`src/cwo_pkg.sv`:
```
// Package with register map, field positions and reset values of the clock control slice.
package cwo_pkg;

	// Printed offsets are not all multiples of four, so they are indexes; byte address = 4*index.
	localparam logic [7:0] CWO_IDX_STOP_DETECT = 8'h0C;
	localparam logic [7:0] CWO_IDX_TRIM32_FINE_F = 8'h15;
	localparam logic [7:0] CWO_IDX_HS_CTRL = 8'h23;
	localparam logic [7:0] CWO_IDX_COARSE_TRIM = 8'h24;
	localparam logic [7:0] CWO_IDX_DIVIDER = 8'h25;
	localparam logic [7:0] CWO_IDX_PRESCALER = 8'h28;
	localparam logic [7:0] CWO_IDX_TRIM36_COARSE_F = 8'h29;
	localparam logic [7:0] CWO_IDX_TRIM36_FINE_F = 8'h2A;
	localparam logic [7:0] CWO_IDX_TRIM32_COARSE_F = 8'h2B;
	localparam logic [7:0] CWO_IDX_FINE_TRIM = 8'h2F;
	// Registers of our own for loose control and status bits.
	localparam logic [7:0] CWO_IDX_SYS_CTRL = 8'h30;
	localparam logic [7:0] CWO_IDX_STATUS = 8'h31;

	// Field positions.
	localparam int CWO_SD_EN = 0;
	localparam int CWO_SD_IRQ_EN = 1;
	localparam int CWO_SD_SYSCLK_SEL = 2;
	localparam int CWO_SD_MONITOR = 3;
	localparam int CWO_HS_EN = 0;
	localparam int CWO_HS_SRC_SEL = 1;
	localparam int CWO_HS_DIV128_SEL = 3;
	localparam int CWO_PS_INIT = 7;
	localparam int CWO_SC_WAIT = 0;
	localparam int CWO_SC_PROTECT = 1;
	localparam int CWO_SC_LS_STOP = 2;
	localparam int CWO_ST_WAITING = 0;
	localparam int CWO_ST_IRQ = 1;

	// Reset values.
	localparam logic [7:0] CWO_RST_STOP_DETECT = 8'h04;
	localparam logic [7:0] CWO_RST_HS_CTRL = 8'h00;
	localparam logic [7:0] CWO_RST_DIVIDER = 8'h00;
	localparam logic [7:0] CWO_RST_TRIM = 8'h80;

	// Stop detector: main clock declared stopped after this many system cycles without an edge.
	localparam int CWO_STOP_TIME_NS = 2000;
	localparam int CWO_CLK_PERIOD_NS = 20;
	localparam int CWO_STOP_CYCLES = CWO_STOP_TIME_NS / CWO_CLK_PERIOD_NS;

	typedef struct packed {
		logic psel;
		logic penable;
		logic pwrite;
		logic [11:0] paddr;
		logic [31:0] pwdata;
	} cwo_apb_req_t;

	typedef struct packed {
		logic pready;
		logic pslverr;
		logic [31:0] prdata;
	} cwo_apb_rsp_t;

	typedef struct packed {
		logic cpu_clk_en;
		logic sysclk_onchip;
		logic ls_osc_run;
		logic hs_osc_run;
		logic hs_source;
		logic div128_hs;
		logic [2:0] hs_div_code;
		logic [7:0] coarse_trim;
		logic [7:0] fine_trim;
		logic prescaler_init;
	} cwo_clk_ctrl_t;

endpackage : cwo_pkg

```
`src/cwo_clock_ctrl.sv`:
```
// Clock control slice: wait mode, main clock stop detection, on-chip oscillator control.
`timescale 1ns/1ps
module cwo_clock_ctrl
	import cwo_pkg::*;
#(
	parameter int STOP_CYCLES = CWO_STOP_CYCLES,
	parameter logic [7:0] TRIM36_COARSE = 8'h5A,
	parameter logic [7:0] TRIM36_FINE = 8'h3C,
	parameter logic [7:0] TRIM32_COARSE = 8'h4B,
	parameter logic [7:0] TRIM32_FINE = 8'h2D
) (
	input wire logic clk,
	input wire logic nrst,
	input wire cwo_apb_req_t apb_req,
	output cwo_apb_rsp_t apb_rsp,
	input wire logic external_main_clock,
	input wire logic periph_irq,
	output logic stop_detect_irq,
	output cwo_clk_ctrl_t clk_ctrl
);
	initial begin
		if (STOP_CYCLES < 4 || STOP_CYCLES > 65535) begin
			$error("STOP_CYCLES out of range");
		end
	end

	typedef enum logic [1:0] {
		CWO_RUN = 2'b01,
		CWO_WAIT = 2'b10
	} cwo_state_t;

	cwo_state_t state;
	logic [7:0] stop_detect;
	logic [7:0] hs_ctrl;
	logic [7:0] divider;
	logic [7:0] coarse_trim;
	logic [7:0] fine_trim;
	logic protect;
	logic ls_stop;
	logic prescaler_init;
	logic main_stopped;
	logic main_level;
	logic main_edge;
	logic [15:0] idle_cnt;
	logic [7:0] index;
	logic wr;
	logic rd_ok;
	logic [7:0] rdata;
	logic monitor;
	logic detect_full;

	cwo_sync3 u_main_sync (
		.clk(clk),
		.nrst(nrst),
		.din(external_main_clock),
		.level(main_level),
		.edge_seen(main_edge)
	);

	assign index = apb_req.paddr[9:2];
	assign wr = apb_req.psel && apb_req.penable && apb_req.pwrite;
	assign detect_full = stop_detect[CWO_SD_EN] && stop_detect[CWO_SD_IRQ_EN];
	assign monitor = stop_detect[CWO_SD_EN] && main_stopped;

	// Main clock is considered stopped when no edge appears for STOP_CYCLES cycles.
	always_ff @(posedge clk) begin
		if (!nrst) begin
			idle_cnt <= 16'h0000;
			main_stopped <= 1'b0;
		end else if (!stop_detect[CWO_SD_EN]) begin
			idle_cnt <= 16'h0000;
			main_stopped <= 1'b0;
		end else if (main_edge) begin
			idle_cnt <= 16'h0000;
			main_stopped <= 1'b0;
		end else if (idle_cnt >= 16'(STOP_CYCLES - 1)) begin
			main_stopped <= 1'b1;
		end else begin
			idle_cnt <= idle_cnt + 16'h0001;
		end
	end

	// Oscillation stop register with automatic fallback and guarded select bit.
	always_ff @(posedge clk) begin
		if (!nrst) begin
			stop_detect <= CWO_RST_STOP_DETECT;
		end else begin
			if (wr && protect && index == CWO_IDX_STOP_DETECT) begin
				stop_detect[CWO_SD_EN] <= apb_req.pwdata[CWO_SD_EN];
				stop_detect[CWO_SD_IRQ_EN] <= apb_req.pwdata[CWO_SD_IRQ_EN];
				if (apb_req.pwdata[CWO_SD_SYSCLK_SEL] || !monitor) begin
					stop_detect[CWO_SD_SYSCLK_SEL] <= apb_req.pwdata[CWO_SD_SYSCLK_SEL];
				end
			end
			if (detect_full && main_stopped) begin
				stop_detect[CWO_SD_SYSCLK_SEL] <= 1'b1;
			end
		end
	end

	// Interrupt request is a level held while the stop condition stands.
	always_ff @(posedge clk) begin
		if (!nrst) begin
			stop_detect_irq <= 1'b0;
		end else begin
			stop_detect_irq <= detect_full && main_stopped;
		end
	end

	// Write-protect and low-speed stop bits in the system control register.
	always_ff @(posedge clk) begin
		if (!nrst) begin
			protect <= 1'b0;
			ls_stop <= 1'b0;
		end else begin
			if (wr && index == CWO_IDX_SYS_CTRL) begin
				protect <= apb_req.pwdata[CWO_SC_PROTECT];
				if (protect) begin
					ls_stop <= apb_req.pwdata[CWO_SC_LS_STOP];
				end
			end
			if (stop_detect[CWO_SD_SYSCLK_SEL]) begin
				ls_stop <= 1'b0;
			end
		end
	end

	// Wait mode: entered by writing the wait bit with protect set, left on a peripheral interrupt or the stop detection interrupt.
	always_ff @(posedge clk) begin
		if (!nrst) begin
			state <= CWO_RUN;
		end else begin
			case (state)
				CWO_RUN: begin
					if (wr && protect && index == CWO_IDX_SYS_CTRL &&
						apb_req.pwdata[CWO_SC_WAIT]) begin
						state <= CWO_WAIT;
					end
				end
				CWO_WAIT: begin
					if (periph_irq || stop_detect_irq) begin
						state <= CWO_RUN;
					end
				end
				default: begin
					state <= CWO_RUN;
				end
			endcase
		end
	end

	// High-speed oscillator control, divider and trim registers.
	always_ff @(posedge clk) begin
		if (!nrst) begin
			hs_ctrl <= CWO_RST_HS_CTRL;
			divider <= CWO_RST_DIVIDER;
			coarse_trim <= CWO_RST_TRIM;
			fine_trim <= CWO_RST_TRIM;
		end else if (wr && protect) begin
			if (index == CWO_IDX_HS_CTRL) begin
				hs_ctrl <= apb_req.pwdata[7:0] & 8'h0F;
			end else if (index == CWO_IDX_DIVIDER) begin
				divider <= apb_req.pwdata[7:0] & 8'h07;
			end else if (index == CWO_IDX_COARSE_TRIM) begin
				coarse_trim <= apb_req.pwdata[7:0];
			end else if (index == CWO_IDX_FINE_TRIM) begin
				fine_trim <= apb_req.pwdata[7:0];
			end
		end
	end

	// Prescaler initialisation is a one-cycle pulse; the bit itself reads back 0.
	always_ff @(posedge clk) begin
		if (!nrst) begin
			prescaler_init <= 1'b0;
		end else begin
			prescaler_init <= wr && protect && index == CWO_IDX_PRESCALER &&
				apb_req.pwdata[CWO_PS_INIT];
		end
	end

	// Read decode.
	always_comb begin
		rdata = 8'h00;
		rd_ok = 1'b1;
		if (apb_req.paddr[11:10] != 2'b00 || apb_req.paddr[1:0] != 2'b00) begin
			rd_ok = 1'b0;
		end else if (index == CWO_IDX_STOP_DETECT) begin
			rdata = {4'h0, monitor, stop_detect[2:0]};
		end else if (index == CWO_IDX_TRIM32_FINE_F) begin
			rdata = TRIM32_FINE;
		end else if (index == CWO_IDX_HS_CTRL) begin
			rdata = hs_ctrl;
		end else if (index == CWO_IDX_COARSE_TRIM) begin
			rdata = coarse_trim;
		end else if (index == CWO_IDX_DIVIDER) begin
			rdata = divider;
		end else if (index == CWO_IDX_PRESCALER) begin
			rdata = 8'h00;
		end else if (index == CWO_IDX_TRIM36_COARSE_F) begin
			rdata = TRIM36_COARSE;
		end else if (index == CWO_IDX_TRIM36_FINE_F) begin
			rdata = TRIM36_FINE;
		end else if (index == CWO_IDX_TRIM32_COARSE_F) begin
			rdata = TRIM32_COARSE;
		end else if (index == CWO_IDX_FINE_TRIM) begin
			rdata = fine_trim;
		end else if (index == CWO_IDX_SYS_CTRL) begin
			rdata = {5'h00, ls_stop, protect, state == CWO_WAIT};
		end else if (index == CWO_IDX_STATUS) begin
			rdata = {6'h00, stop_detect_irq, state == CWO_WAIT};
		end else begin
			rd_ok = 1'b0;
		end
	end

	// Zero-wait-state slave; unmapped addresses answer with pslverr.
	always_comb begin
		apb_rsp.pready = 1'b1;
		apb_rsp.pslverr = apb_req.psel && apb_req.penable && !rd_ok;
		apb_rsp.prdata = {24'h000000, rdata};
	end

	// Clock steering outputs, all from registers.
	always_comb begin
		clk_ctrl.cpu_clk_en = state == CWO_RUN;
		clk_ctrl.sysclk_onchip = stop_detect[CWO_SD_SYSCLK_SEL];
		clk_ctrl.ls_osc_run = !ls_stop;
		clk_ctrl.hs_osc_run = hs_ctrl[CWO_HS_EN];
		clk_ctrl.hs_source = hs_ctrl[CWO_HS_SRC_SEL];
		clk_ctrl.div128_hs = hs_ctrl[CWO_HS_DIV128_SEL];
		clk_ctrl.hs_div_code = divider[2:0];
		clk_ctrl.coarse_trim = coarse_trim;
		clk_ctrl.fine_trim = fine_trim;
		clk_ctrl.prescaler_init = prescaler_init;
	end

	logic unused_level;
	assign unused_level = main_level;
endmodule : cwo_clock_ctrl

```
`src/cwo_sync3.sv`:
```
// Three-stage input synchroniser with edge output once stages two and three agree.
`timescale 1ns/1ps
module cwo_sync3 (
	input wire logic clk,
	input wire logic nrst,
	input wire logic din,
	output logic level,
	output logic edge_seen
);
	logic s1;
	logic s2;
	logic s3;

	always_ff @(posedge clk) begin
		if (!nrst) begin
			s1 <= 1'b0;
			s2 <= 1'b0;
			s3 <= 1'b0;
			level <= 1'b0;
			edge_seen <= 1'b0;
		end else begin
			s1 <= din;
			s2 <= s1;
			s3 <= s2;
			edge_seen <= 1'b0;
			if (s2 == s3 && s3 != level) begin
				level <= s3;
				edge_seen <= 1'b1;
			end
		end
	end
endmodule : cwo_sync3

```
`config.mk`:
```
export PLATFORM = sky130hd
export DESIGN_NAME = cwo_clock_ctrl
export DESIGN_NICKNAME = d
export VERILOG_FILES = /design/src/cwo_pkg.sv /design/src/cwo_clock_ctrl.sv /design/src/cwo_sync3.sv
export SDC_FILE = /design/constraint.sdc
export NUM_CORES = 1
export LEC_CHECK = 0
export BUFFER_PORTS_ARGS = -buffer_cell sky130_fd_sc_hd__buf_4
export CORE_UTILIZATION = 49
export DETAILED_ROUTE_END_ITERATION = 10
export PLACE_DENSITY = 0.88
export SYNTH_ARGS = -nofsm -noshare
export SYNTH_HDL_FRONTEND = slang
export SYNTH_SLANG_ARGS = --single-unit
```
`constraint.sdc`:
```
create_clock -name clk -period 2.1 [get_ports clk]
set_input_delay 0.42 -clock clk [delete_from_list [all_inputs] [get_ports clk]]
set_output_delay 0.42 -clock clk [all_outputs]
set_load 0.1 [all_outputs]
```
==> flow_metrics.tcl, run 1 <==
set metrics [dict create \
    status "complete, but fails checks" \
    violations "negative setup slack" \
    die-area_um2 6230 \
    p_leak_nw 1.59 \
    layout_setup_ws_ns -0.249 \
    ios 112 \
    via_per_inst 5.64 \
    dr.pass1.iters 6 \
    wl_per_cell_um 17.1 \
    ys.flop_type "dfxtp_1" \
    max_freq_mhz 426 \
    hold_path_depth 2 \
    reg2reg_to "idle_cnt[6]" \
    setup_viol 9 \
    dr_total_vias 2844 \
    grt_pass1_wl_um 13500 \
    dp.cells 492 \
    hpwl_um 5850 \
    start_kind "primary input" \
    drc 0 \
    cts_num_sinks 54 \
    ant_nets 0 \
    rrSetupSlack_ns 0.32 \
    worstSetupEndpoint "apb_rsp[3]" \
    drt_iter0_markers 178 \
    num_rows 27 \
    crit_fanout 7 \
    clockRootBuffer "clkbuf_8" \
    slew_headroom_pct 65.1 \
    synth.avg_cell_area_um2 8.53 \
    clockBufferDepth 2 \
    htree_levels 2 \
    drive_gt1_share_pct 38.9 \
    numCtsBuffers 5 \
    end_kind "output port" \
    fin_skew_ns 0.00668 \
    io_buffer_count 62 \
    grt_pass1_vias 2808 \
    ir_drop_v 0.000522 \
    fp.dieH_um 78.9 \
    antenna_found_initial 0 \
    tritoncts "done" \
    totalWireLength_um 8600 \
    area_growth_pct 41.0 \
    timing.hold.ws_ns 0.319 \
    overflow 0 \
    synth_edf_count 0 \
    synth-seq-cells 54 \
    fin_cells 504 \
    nets 483 \
    hp-class "in -> reg" \
    die_x_um 78.9 \
    worstPathRequired_ns 1.68 \
    yosys_warnings 0 \
    crit_path_start "apb_req[41]" \
    finalSetupTns_ns -1.53 \
    path_class "in -> out" \
    power_mw 2.08 \
    syn_inst 340 \
    ff2ff_path_depth 6 \
    rsz0062_at_grt "true" \
    clk_latency_ns 0.32 \
    reg2reg_from "idle_cnt[0]" \
    hold_viol 0 \
    finalWeightedCongestion 0.934 \
    core_area_um2 5610 \
    clk_pin_slew_ns 0.09 \
    initial_core_util_pct 51.7 \
    grt_use_total_pct 28.4 \
    maxCapViolCount 0 \
    yosysUniqueCellTypes 60 \
    arrival_ns 1.93 \
    fin_crit_ns 2.35 \
    syn-cell-area_um2 2900 \
    p_per_area_nw_per_um2 509 \
    worst_pin_slew_ns 0.521 \
    antennaDiodeCount 0 \
    slew_violations 0 \
    postSynth.asyncResetShare_pct 0 \
    ys_seq_area_share_pct 37.3 \
    grt_max_degree 29 \
    period_share_pct 112 \
]
==> cell usage in the layout (no fill, tap or decap), types with 4 or more instances in the layout <==
cell type / synthesis / layout
clkbuf_8: 0 / 5
nand4_1: 5 / 5
dfxtp_1: 54 / 46
nor2_4: 1 / 6
o21ai_0: 12 / 9
buf_4: 32 / 87
mux2i_1: 28 / 28
and3_1: 6 / 5
xnor2_1: 4 / 4
buf_12: 0 / 11
nand3_1: 9 / 9
buf_6: 2 / 6
nand2_1: 22 / 22
nor3_1: 6 / 6
a21oi_1: 15 / 12
dfxtp_2: 0 / 8
and2_1: 12 / 12
inv_1: 8 / 8
conb_1: 2 / 25
nor2_1: 42 / 36
nor4_1: 6 / 4
==> power breakdown <==
group          internal, mW  switching, mW
clock                 0.246          0.366
sequential             1.03        0.00144
combinational         0.116          0.324
total                  1.39          0.692
==> per-layer routing <==
metal / GRT usage [%] / vias up / wire [um]
met5: 0 / - / 0
met4: 13.8 / 0 / 332
met3: 5.17 / 38 / 600
met2: 50.3 / 159 / 4300
met1: 32.9 / 1326 / 3360
li1: - / 1321 / -
==> cell type report <==
cell class | count | area [um^2]
well taps | 72 | 90.1
flip-flops and latches | 54 | 1090
clock inverters | 3 | 26.3
inverters | 9 | 33.8
multi-input cells | 254 | 1790
repair buffers | 107 | 986
clock buffers | 5 | 68.8
fillers | 392 | 1520
==> worst max-delay path: stages <==
cell	delay [ns]
buf_12	0.11
or4b_4	0.63
nor2_4	0.14
a211oi_4	0.08
a221oi_4	0.33
buf_12	0.22
==> sequential cells by signal, indices dropped and copies added, names as in the netlist, 2 cells and up <==
register     cells
hs_ctrl          4
idle_cnt        16
divider          3
fine_trim        8
coarse_trim      8
state            2
stop_detect      3
==> synthesized netlist by cell type (2+ instances only) <==
| master | count | area, um^2 |
|---|---|---|
| or3_1 | 2 | 12.5 |
| and2_1 | 12 | 75.1 |
| a31oi_1 | 3 | 18.8 |
| nor4b_1 | 2 | 17.5 |
| or4_1 | 2 | 15.0 |
| a211oi_1 | 3 | 22.5 |
| conb_1 | 2 | 7.51 |
| nand3b_1 | 2 | 15.0 |
| clkbuf_1 | 5 | 18.8 |
| nor4_1 | 6 | 37.5 |
| o211ai_1 | 3 | 22.5 |
| nand2b_1 | 4 | 25.0 |
| nor2b_1 | 4 | 25.0 |
| buf_6 | 2 | 22.5 |
| a211o_1 | 3 | 26.3 |
| a21oi_1 | 15 | 75.1 |
| and3_1 | 6 | 37.5 |
| o31ai_1 | 2 | 15.0 |
| o21ai_0 | 12 | 60.1 |
| dfxtp_1 | 54 | 1080 |
| nand4_1 | 5 | 31.3 |
| nor2_2 | 2 | 12.5 |
| o21a_1 | 3 | 22.5 |
| buf_4 | 32 | 240 |
| buf_2 | 6 | 30.0 |
| nand2_1 | 22 | 82.6 |
| nor3_1 | 6 | 30.0 |
| mux2i_1 | 28 | 280 |
| nor2_1 | 42 | 158 |
| xnor2_1 | 4 | 35.0 |
| nand3_1 | 9 | 45.0 |
| or2_2 | 2 | 12.5 |
| inv_1 | 8 | 30.0 |
==> what timing repair did <==
action / in CTS / in global routing
setup buffers: 2 / 2
endpoints found under the setup margin: 9 / 9
pin swaps: 8 / 6
hold buffers: 0 / 0
resized for setup: 48 / 10
==> cell families after synthesis <==
group | Yosys count | share of synthesized area [%]
AOI/OAI and AO/OA | 54 | 12.3
DFF | 54 | 37.3
xor gates and xnor gates | 4 | 1.21
buffers and inverters | 55 | 12.0
other | 2 | 0.259
muxes | 28 | 9.67
adders and majority gates | 1 | 0.432
and+or+nand+nor | 142 | 26.8
==> stage by stage <==
step           setup slack [ns]  util (%)  instance area, um^2
3_5_place_dp             -0.347      66.1                 3710
4_1_cts                  -0.235      71.6                 4020
5_1_grt                  -0.284      72.9                 4090
6_report                 -0.249      72.9                 4090
3_3_place_gp             -0.291      66.1                 3710
2_1_floorplan            -0.496         -                 3150
==> worst min path at each step <==
stage | startpoint | end
2_1_floorplan | u_main_sync.s1 | u_main_sync.s2
3_3_place_gp | u_main_sync.s1 | u_main_sync.s2
3_5_place_dp | idle_cnt[10] | idle_cnt[10]
4_1_cts | external_main_clock | u_main_sync.s1
5_1_grt | external_main_clock | u_main_sync.s1
6_report | external_main_clock | u_main_sync.s1
(Power assumes the default switching activity.)
==> run 2, diff against run 1 <==
--- a/config.mk
+++ b/config.mk
@@ -7,6 +7,8 @@
 export LEC_CHECK = 0
+export ABC_AREA = 1
 export BUFFER_PORTS_ARGS = -buffer_cell sky130_fd_sc_hd__buf_4
-export CORE_UTILIZATION = 49
+export CORE_UTILIZATION = 48
+export CTS_CLUSTER_SIZE = 12
 export DETAILED_ROUTE_END_ITERATION = 10
-export PLACE_DENSITY = 0.88
+export PLACE_DENSITY = 0.87
 export SYNTH_ARGS = -nofsm -noshare
==> constraint.sdc (replaced) <==
create_clock -name clk -period 2.1 [get_ports clk]
set_input_delay 0.315 -clock clk [delete_from_list [all_inputs] [get_ports clk]]
set_output_delay 0.315 -clock clk [all_outputs]
set_load 0.1 [all_outputs]
==> run 2 against run 1 <==
The flow now finishes without violations. First-iteration DRC count is 15% higher. Total power is 2.6% lower. Sequential power hardly changed. Utilization is 9.4 points lower. Non-clock buffer count is 35 lower. Die area is 1.5% lower. Sequential share of layout area is 4.3 points higher. Count of clock-buffer cells in the layout is 1 higher. Maximum frequency is 15% higher. Critical endpoint is now apb_rsp[32]. Largest power group unchanged.
==> flow_metrics.tcl, run 2 <==
set metrics [dict create \
    status "finished clean" \
    reg2reg_from "idle_cnt[0]" \
    syn_inst 396 \
    core_area_um2 5570 \
    htree_levels 2 \
    wl_per_cell_um 13.3 \
    synthMuxAreaShare_pct 0 \
    clockRootBuffer "clkbuf_8" \
    yosysTopAreaCellShare_pct 38.6 \
    clk_latency_ns 0.31 \
    power_mw 2.02 \
    via_per_inst 5.14 \
    initial_core_util_pct 50.2 \
    final_core_util_pct 63.4 \
    fp.dieH_um 78.3 \
    grt_use_total_pct 23.0 \
    p_per_area_nw_per_um2 573 \
    antennaDiodeCount 0 \
    reg.largest.list "idle_cnt: 16 flops, coarse_trim: 8 flops, fine_trim: 8 flops" \
    grt_pass1_vias 2491 \
    rsz0062_at_grt "true" \
    fin_crit_ns 2.04 \
    yosysUniqueCellTypes 34 \
    crit_fanout 4 \
    hold_viol 0 \
    synth_top_family_by_area "simple AND/OR/NAND/NOR gates" \
    synth-simple-area-share_pct 27.7 \
    reg2reg_to "idle_cnt[2]" \
    layout_commonest_cell "buf_4" \
    drc 0 \
    yosys_warnings 0 \
    ff2ff_path_depth 8 \
    overflow 0 \
    io_buffer_count 62 \
    post_cts_buffers 0 \
    period_share_pct 97.1 \
    synth_area_leader_cell "dfxtp_1" \
    start_kind "primary input" \
    synth_most_common_cell "nand2_1" \
    fin_skew_ns 0.00322 \
    timing.hold.ws_ns 0.186 \
    clk_pin_slew_ns 0.09 \
    clockBufferDepth 2 \
    nets 514 \
    dr_total_vias 2752 \
    layout_common_cells "buf_4 (65), nand2_1 (64), inv_1 (57)" \
    max_freq_mhz 490 \
    p_leak_nw 1.56 \
    numCtsBuffers 5 \
    setup_viol 0 \
    hp-class "in -> reg" \
    totalWireLength_um 7110 \
    largest_reg_flops 16 \
    antenna_found_initial 0 \
    min_from "external_main_clock" \
    worstPathRequired_ns 1.78 \
    synth-seq-cells 54 \
    rrSetupSlack_ns 0.58 \
    hold_path_end "u_main_sync.s1" \
    cts_num_sinks 54 \
    dr.pass1.iters 6 \
    drt_iter0_markers 204 \
    syn-cell-area_um2 2800 \
    finalWeightedCongestion 0.938 \
    die-area_um2 6140 \
    ys_top_cells_by_count "nand2_1 (65), inv_1 (57), dfxtp_1 (54)" \
    n_fill_cell 466 \
    num_rows 27 \
    grt_pass1_wl_um 11100 \
    end_kind "output port" \
    synth_edf_count 0 \
    area_growth_pct 26.4 \
    ir_drop_v 0.000436 \
    synthTopCellsByArea "dfxtp_1 (39%), nand2_1 (8.7%), buf_4 (8.6%)" \
    drive_gt1_share_pct 27.4 \
    dp.cells 526 \
    hpwl_um 5230 \
    fin_cells 535 \
    slew_violations 0 \
    die_x_um 78.3 \
    hold_path_depth 3 \
    hold_buffers 0 \
    ys.flop_type "dfxtp_1" \
    maxCapViolCount 0 \
    yosys.area_share.adder_pct 0.447 \
    ant_nets 0 \
    ys_seq_area_share_pct 38.6 \
    synth_compound_area_share_pct 13.7 \
    arrival_ns 1.72 \
    largest-register "idle_cnt" \
    synth.avg_cell_area_um2 7.06 \
    tritoncts "done" \
    ios 112 \
    postSynth.asyncResetShare_pct 0 \
    grt_max_degree 21 \
    path_class "in -> out" \
    synth_xor_area_share_pct 1.57 \
]
## run 2: changes by cell type in the layout (fill, tap and decap cells not counted), moves of 6 or more
cell	change
a21oi_1	+23
and2_1	-12
buf_12	-9
buf_4	-22
inv_1	+49
mux2i_1	-28
nand2_1	+42
nand2_2	+6
nand3_1	+19
o21ai_0	+12
## run 2: stage by stage
| step | setup TNS (ns) | setup WS [ns] | cell area (um^2) |
|---|---|---|---|
| floorplan | -0.0253 | -0.0253 | 3000 |
| global placement | -0.000665 | -0.000665 | 3370 |
| detailed placement | -0.0501 | -0.0455 | 3370 |
| CTS | 0 | 0.00970 | 3480 |
| global route | -0.0203 | -0.0148 | 3540 |
| finish | 0 | 0.0607 | 3540 |
## run 2: power by group
part           switching (mW)  internal [mW]
Sequential            0.00221           1.03
Combinational           0.311         0.0597
Clock                   0.351          0.272
## run 2: metal layers
metal  share of wire (%)  global-route usage (%)  vias to the layer above
met5                   0                       0                        -
met4                 1.9                    8.89                        0
met3                 7.9                    4.65                       13
met2                  48                    39.0                      143
met1                  42                    28.7                     1246
li1                    -                       -                     1350
## run 2: logic make-up (layout without fill, tap and decap cells)
| logic type | after synthesis | count (layout) |
|---|---|---|
| flip-flops | 54 | 54 |
| buffers and inverters | 98 | 141 |
| adder cells (fa/ha/maj) | 1 | 1 |
| XOR/XNOR | 5 | 5 |
| AND/OR/NAND/NOR | 165 | 166 |
| AO/OA/AOI/OAI | 71 | 71 |
| other | 2 | 25 |
## run 2: layout make-up
cell class / count / area [um^2] / area share, %
inverters: 61 / 229 / 6.48
multi-input cells: 268 / 1430 / 40.5
clock inverters: 2 / 17.5 / 0.495
well taps: 72 / 90.1 / 2.55
flip-flops and latches: 54 / 1100 / 31.0
clock buffers: 6 / 82.6 / 2.34
repair buffers: 72 / 588 / 16.6
## run 2: repair_timing
item | CTS | global route
pin swaps | 0 | 3
gates resized for setup | 3 | 11
cloned | 0 | 1
setup endpoints to repair | 2 | 7
## run 2: how the worst max path moves through the flow
stage | startpoint | endpoint | slack, ns | cells past startpoint
after detailed placement | apb_req[37] | apb_rsp[6] | -0.05 | 10
after floorplan | coarse_trim[6] | apb_rsp[6] | -0.03 | 2
after CTS | apb_req[37] | apb_rsp[32] | 0.01 | 10
final | apb_req[37] | apb_rsp[32] | 0.06 | 10
after global routing | apb_req[37] | apb_rsp[1] | -0.01 | 11
after global placement | apb_req[37] | apb_rsp[6] | -0.0007 | 10
## run 2: critical path, stage by stage
cell     delay, ns
buf_4         0.10
inv_1         0.05
nand2_1       0.16
inv_1         0.08
nand3_1       0.13
nand2_1       0.13
nor2_2        0.18
nand3_1       0.18
a21oi_4       0.16
buf_6         0.23
==> run 3, diff against run 2 <==
- CORE_MARGIN: default -> 5
- CTS_CLUSTER_DIAMETER: default -> 80
==> run 3 against run 2 <==
Via count is 1.3% lower. First-iteration DRC count fell by 24%. Clock skew increased by 0.0016 ns.
==> flow_metrics.tcl, run 3 (synthesis gave the netlist of run 2 again) <==
set metrics [dict create \
    status "finished clean" \
    clockBufferDepth 2 \
    nets 515 \
    fin_crit_ns 2.02 \
    num_rows 27 \
    numCtsBuffers 5 \
    drive_gt1_share_pct 27.6 \
    drc 0 \
    dr_total_vias 2717 \
    clk_latency_ns 0.30 \
    finalWeightedCongestion 0.898 \
    crit_fanout 8 \
    clk_pin_slew_ns 0.09 \
    die-area_um2 7460 \
    cpLargestDelayFamily "simple AND/OR/NAND/NOR gates" \
    antennaDiodeCount 0 \
    reg2reg_from "idle_cnt[0]" \
    dp.cells 526 \
    hp-class "in -> reg" \
    wl_per_cell_um 13.4 \
    crit_path_start "apb_req[40]" \
    antenna_found_initial 0 \
    fin_skew_ns 0.00478 \
    die_x_um 86.3 \
    fp.dieH_um 86.3 \
    arrival_ns 1.70 \
    cp_slowest_cell "buf_6" \
    slew_violations 0 \
    worst-path-buf-inv 4 \
    totalWireLength_um 7210 \
    p_leak_nw 1.56 \
    layout_common_cells "buf_4 (66), nand2_1 (63), inv_1 (57)" \
    ios 112 \
    clockRootBuffer "clkbuf_8" \
    path_class "in -> out" \
    overflow 0 \
    grt_use_total_pct 19.3 \
    fin_cells 536 \
    grt_pass1_wl_um 11500 \
    layout_setup_ws_ns 0.0823 \
    area_growth_pct 25.8 \
    initial_core_util_pct 50.2 \
    start_kind "primary input" \
    max_freq_mhz 496 \
    min_from "external_main_clock" \
    reg.largest.list "idle_cnt: 16 flops, coarse_trim: 8 flops, fine_trim: 8 flops" \
    ant_nets 0 \
    io_buffer_count 62 \
    path_cells "buf_4 -> inv_1 -> nand2_2 -> nor2_8 -> nand3_2 -> nand2_1 -> inv_1 -> nand4_1 -> nand2_1 -> a21oi_4 -> buf_6" \
    end_kind "output port" \
    layout_commonest_cell "buf_4" \
    via_per_inst 5.07 \
    core_area_um2 5570 \
    grt_max_degree 21 \
    maxCapViolCount 0 \
    dr.pass1.iters 4 \
    htree_levels 2 \
    largest-register "idle_cnt" \
    p_per_area_nw_per_um2 571 \
    worstPathRequired_ns 1.78 \
    tritoncts "done" \
    hold_viol 0 \
    grt_pass1_vias 2472 \
    slowest_delay_ns 0.23 \
    ir_drop_v 0.000422 \
    period_share_pct 96.1 \
    place_ws_ns -0.0376 \
    hpwl_um 5670 \
    setup_viol 0 \
    cts_num_sinks 54 \
    drt_iter0_markers 155 \
    largest_reg_flops 16 \
]
==> run 3: through the flow <==
stage	hold slack, ns	utilization (%)	power [mW]	setup TNS (ns)	area [um^2]
after floorplan	0.390	-	1.38	-0.0253	3000
after global placement	0.397	60.3	1.41	-0.0183	3360
after detailed placement	0.418	60.3	1.42	-0.0376	3360
after CTS	0.187	62.0	2.01	0	3460
after global routing	0.183	63.1	2.07	-0.0107	3520
final	0.190	63.1	2.01	0	3520
==> run 3: per-layer routing <==
metal	up-vias	routed length, um	global-route usage (%)
li1	1348	-	-
met1	1246	3230	26.1
met2	117	3290	31.0
met3	6	588	3.61
met4	0	99	5.95
met5	-	0	0
==> run 3: cell type report <==
type | count | area (um^2)
clock buffer | 7 | 86.3
clock inverter | 1 | 8.76
fill | 489 | 2060
inverter | 61 | 229
multi-input combinational | 267 | 1410
sequential | 54 | 1100
tap | 72 | 90.1
timing repair buffer | 74 | 594
==> run 3: power by group <==
group	leakage, nW	internal, mW	switching (mW)
combinational	1.07	0.0595	0.306
sequential	0.442	1.03	0.00242
clock	0.0489	0.273	0.340
==> run 3: timing repair <==
action	4_1_cts	5_1_grt
setup buffers	0	2
endpoints found under the setup margin	1	9
pin swaps	0	2
hold buffers	0	0
gates resized for setup	1	13
==> run 3: worst paths after layout <==
| kind | end | slack (ns) | cells past startpoint |
|---|---|---|---|
| setup / recovery | apb_rsp[1] | 0.08 | 11 |
| hold / removal | u_main_sync.s1 | 0.19 | 3 |
| setup reg to reg | idle_cnt[4] | 0.61 | 8 |
| hold reg to reg | idle_cnt[8] | 0.43 | 2 |
==> run 3: tightest hold or removal path: stages <==
cell	delay, ns
buf_4	0.07
nand2_1	0.04
inv_1	0.04
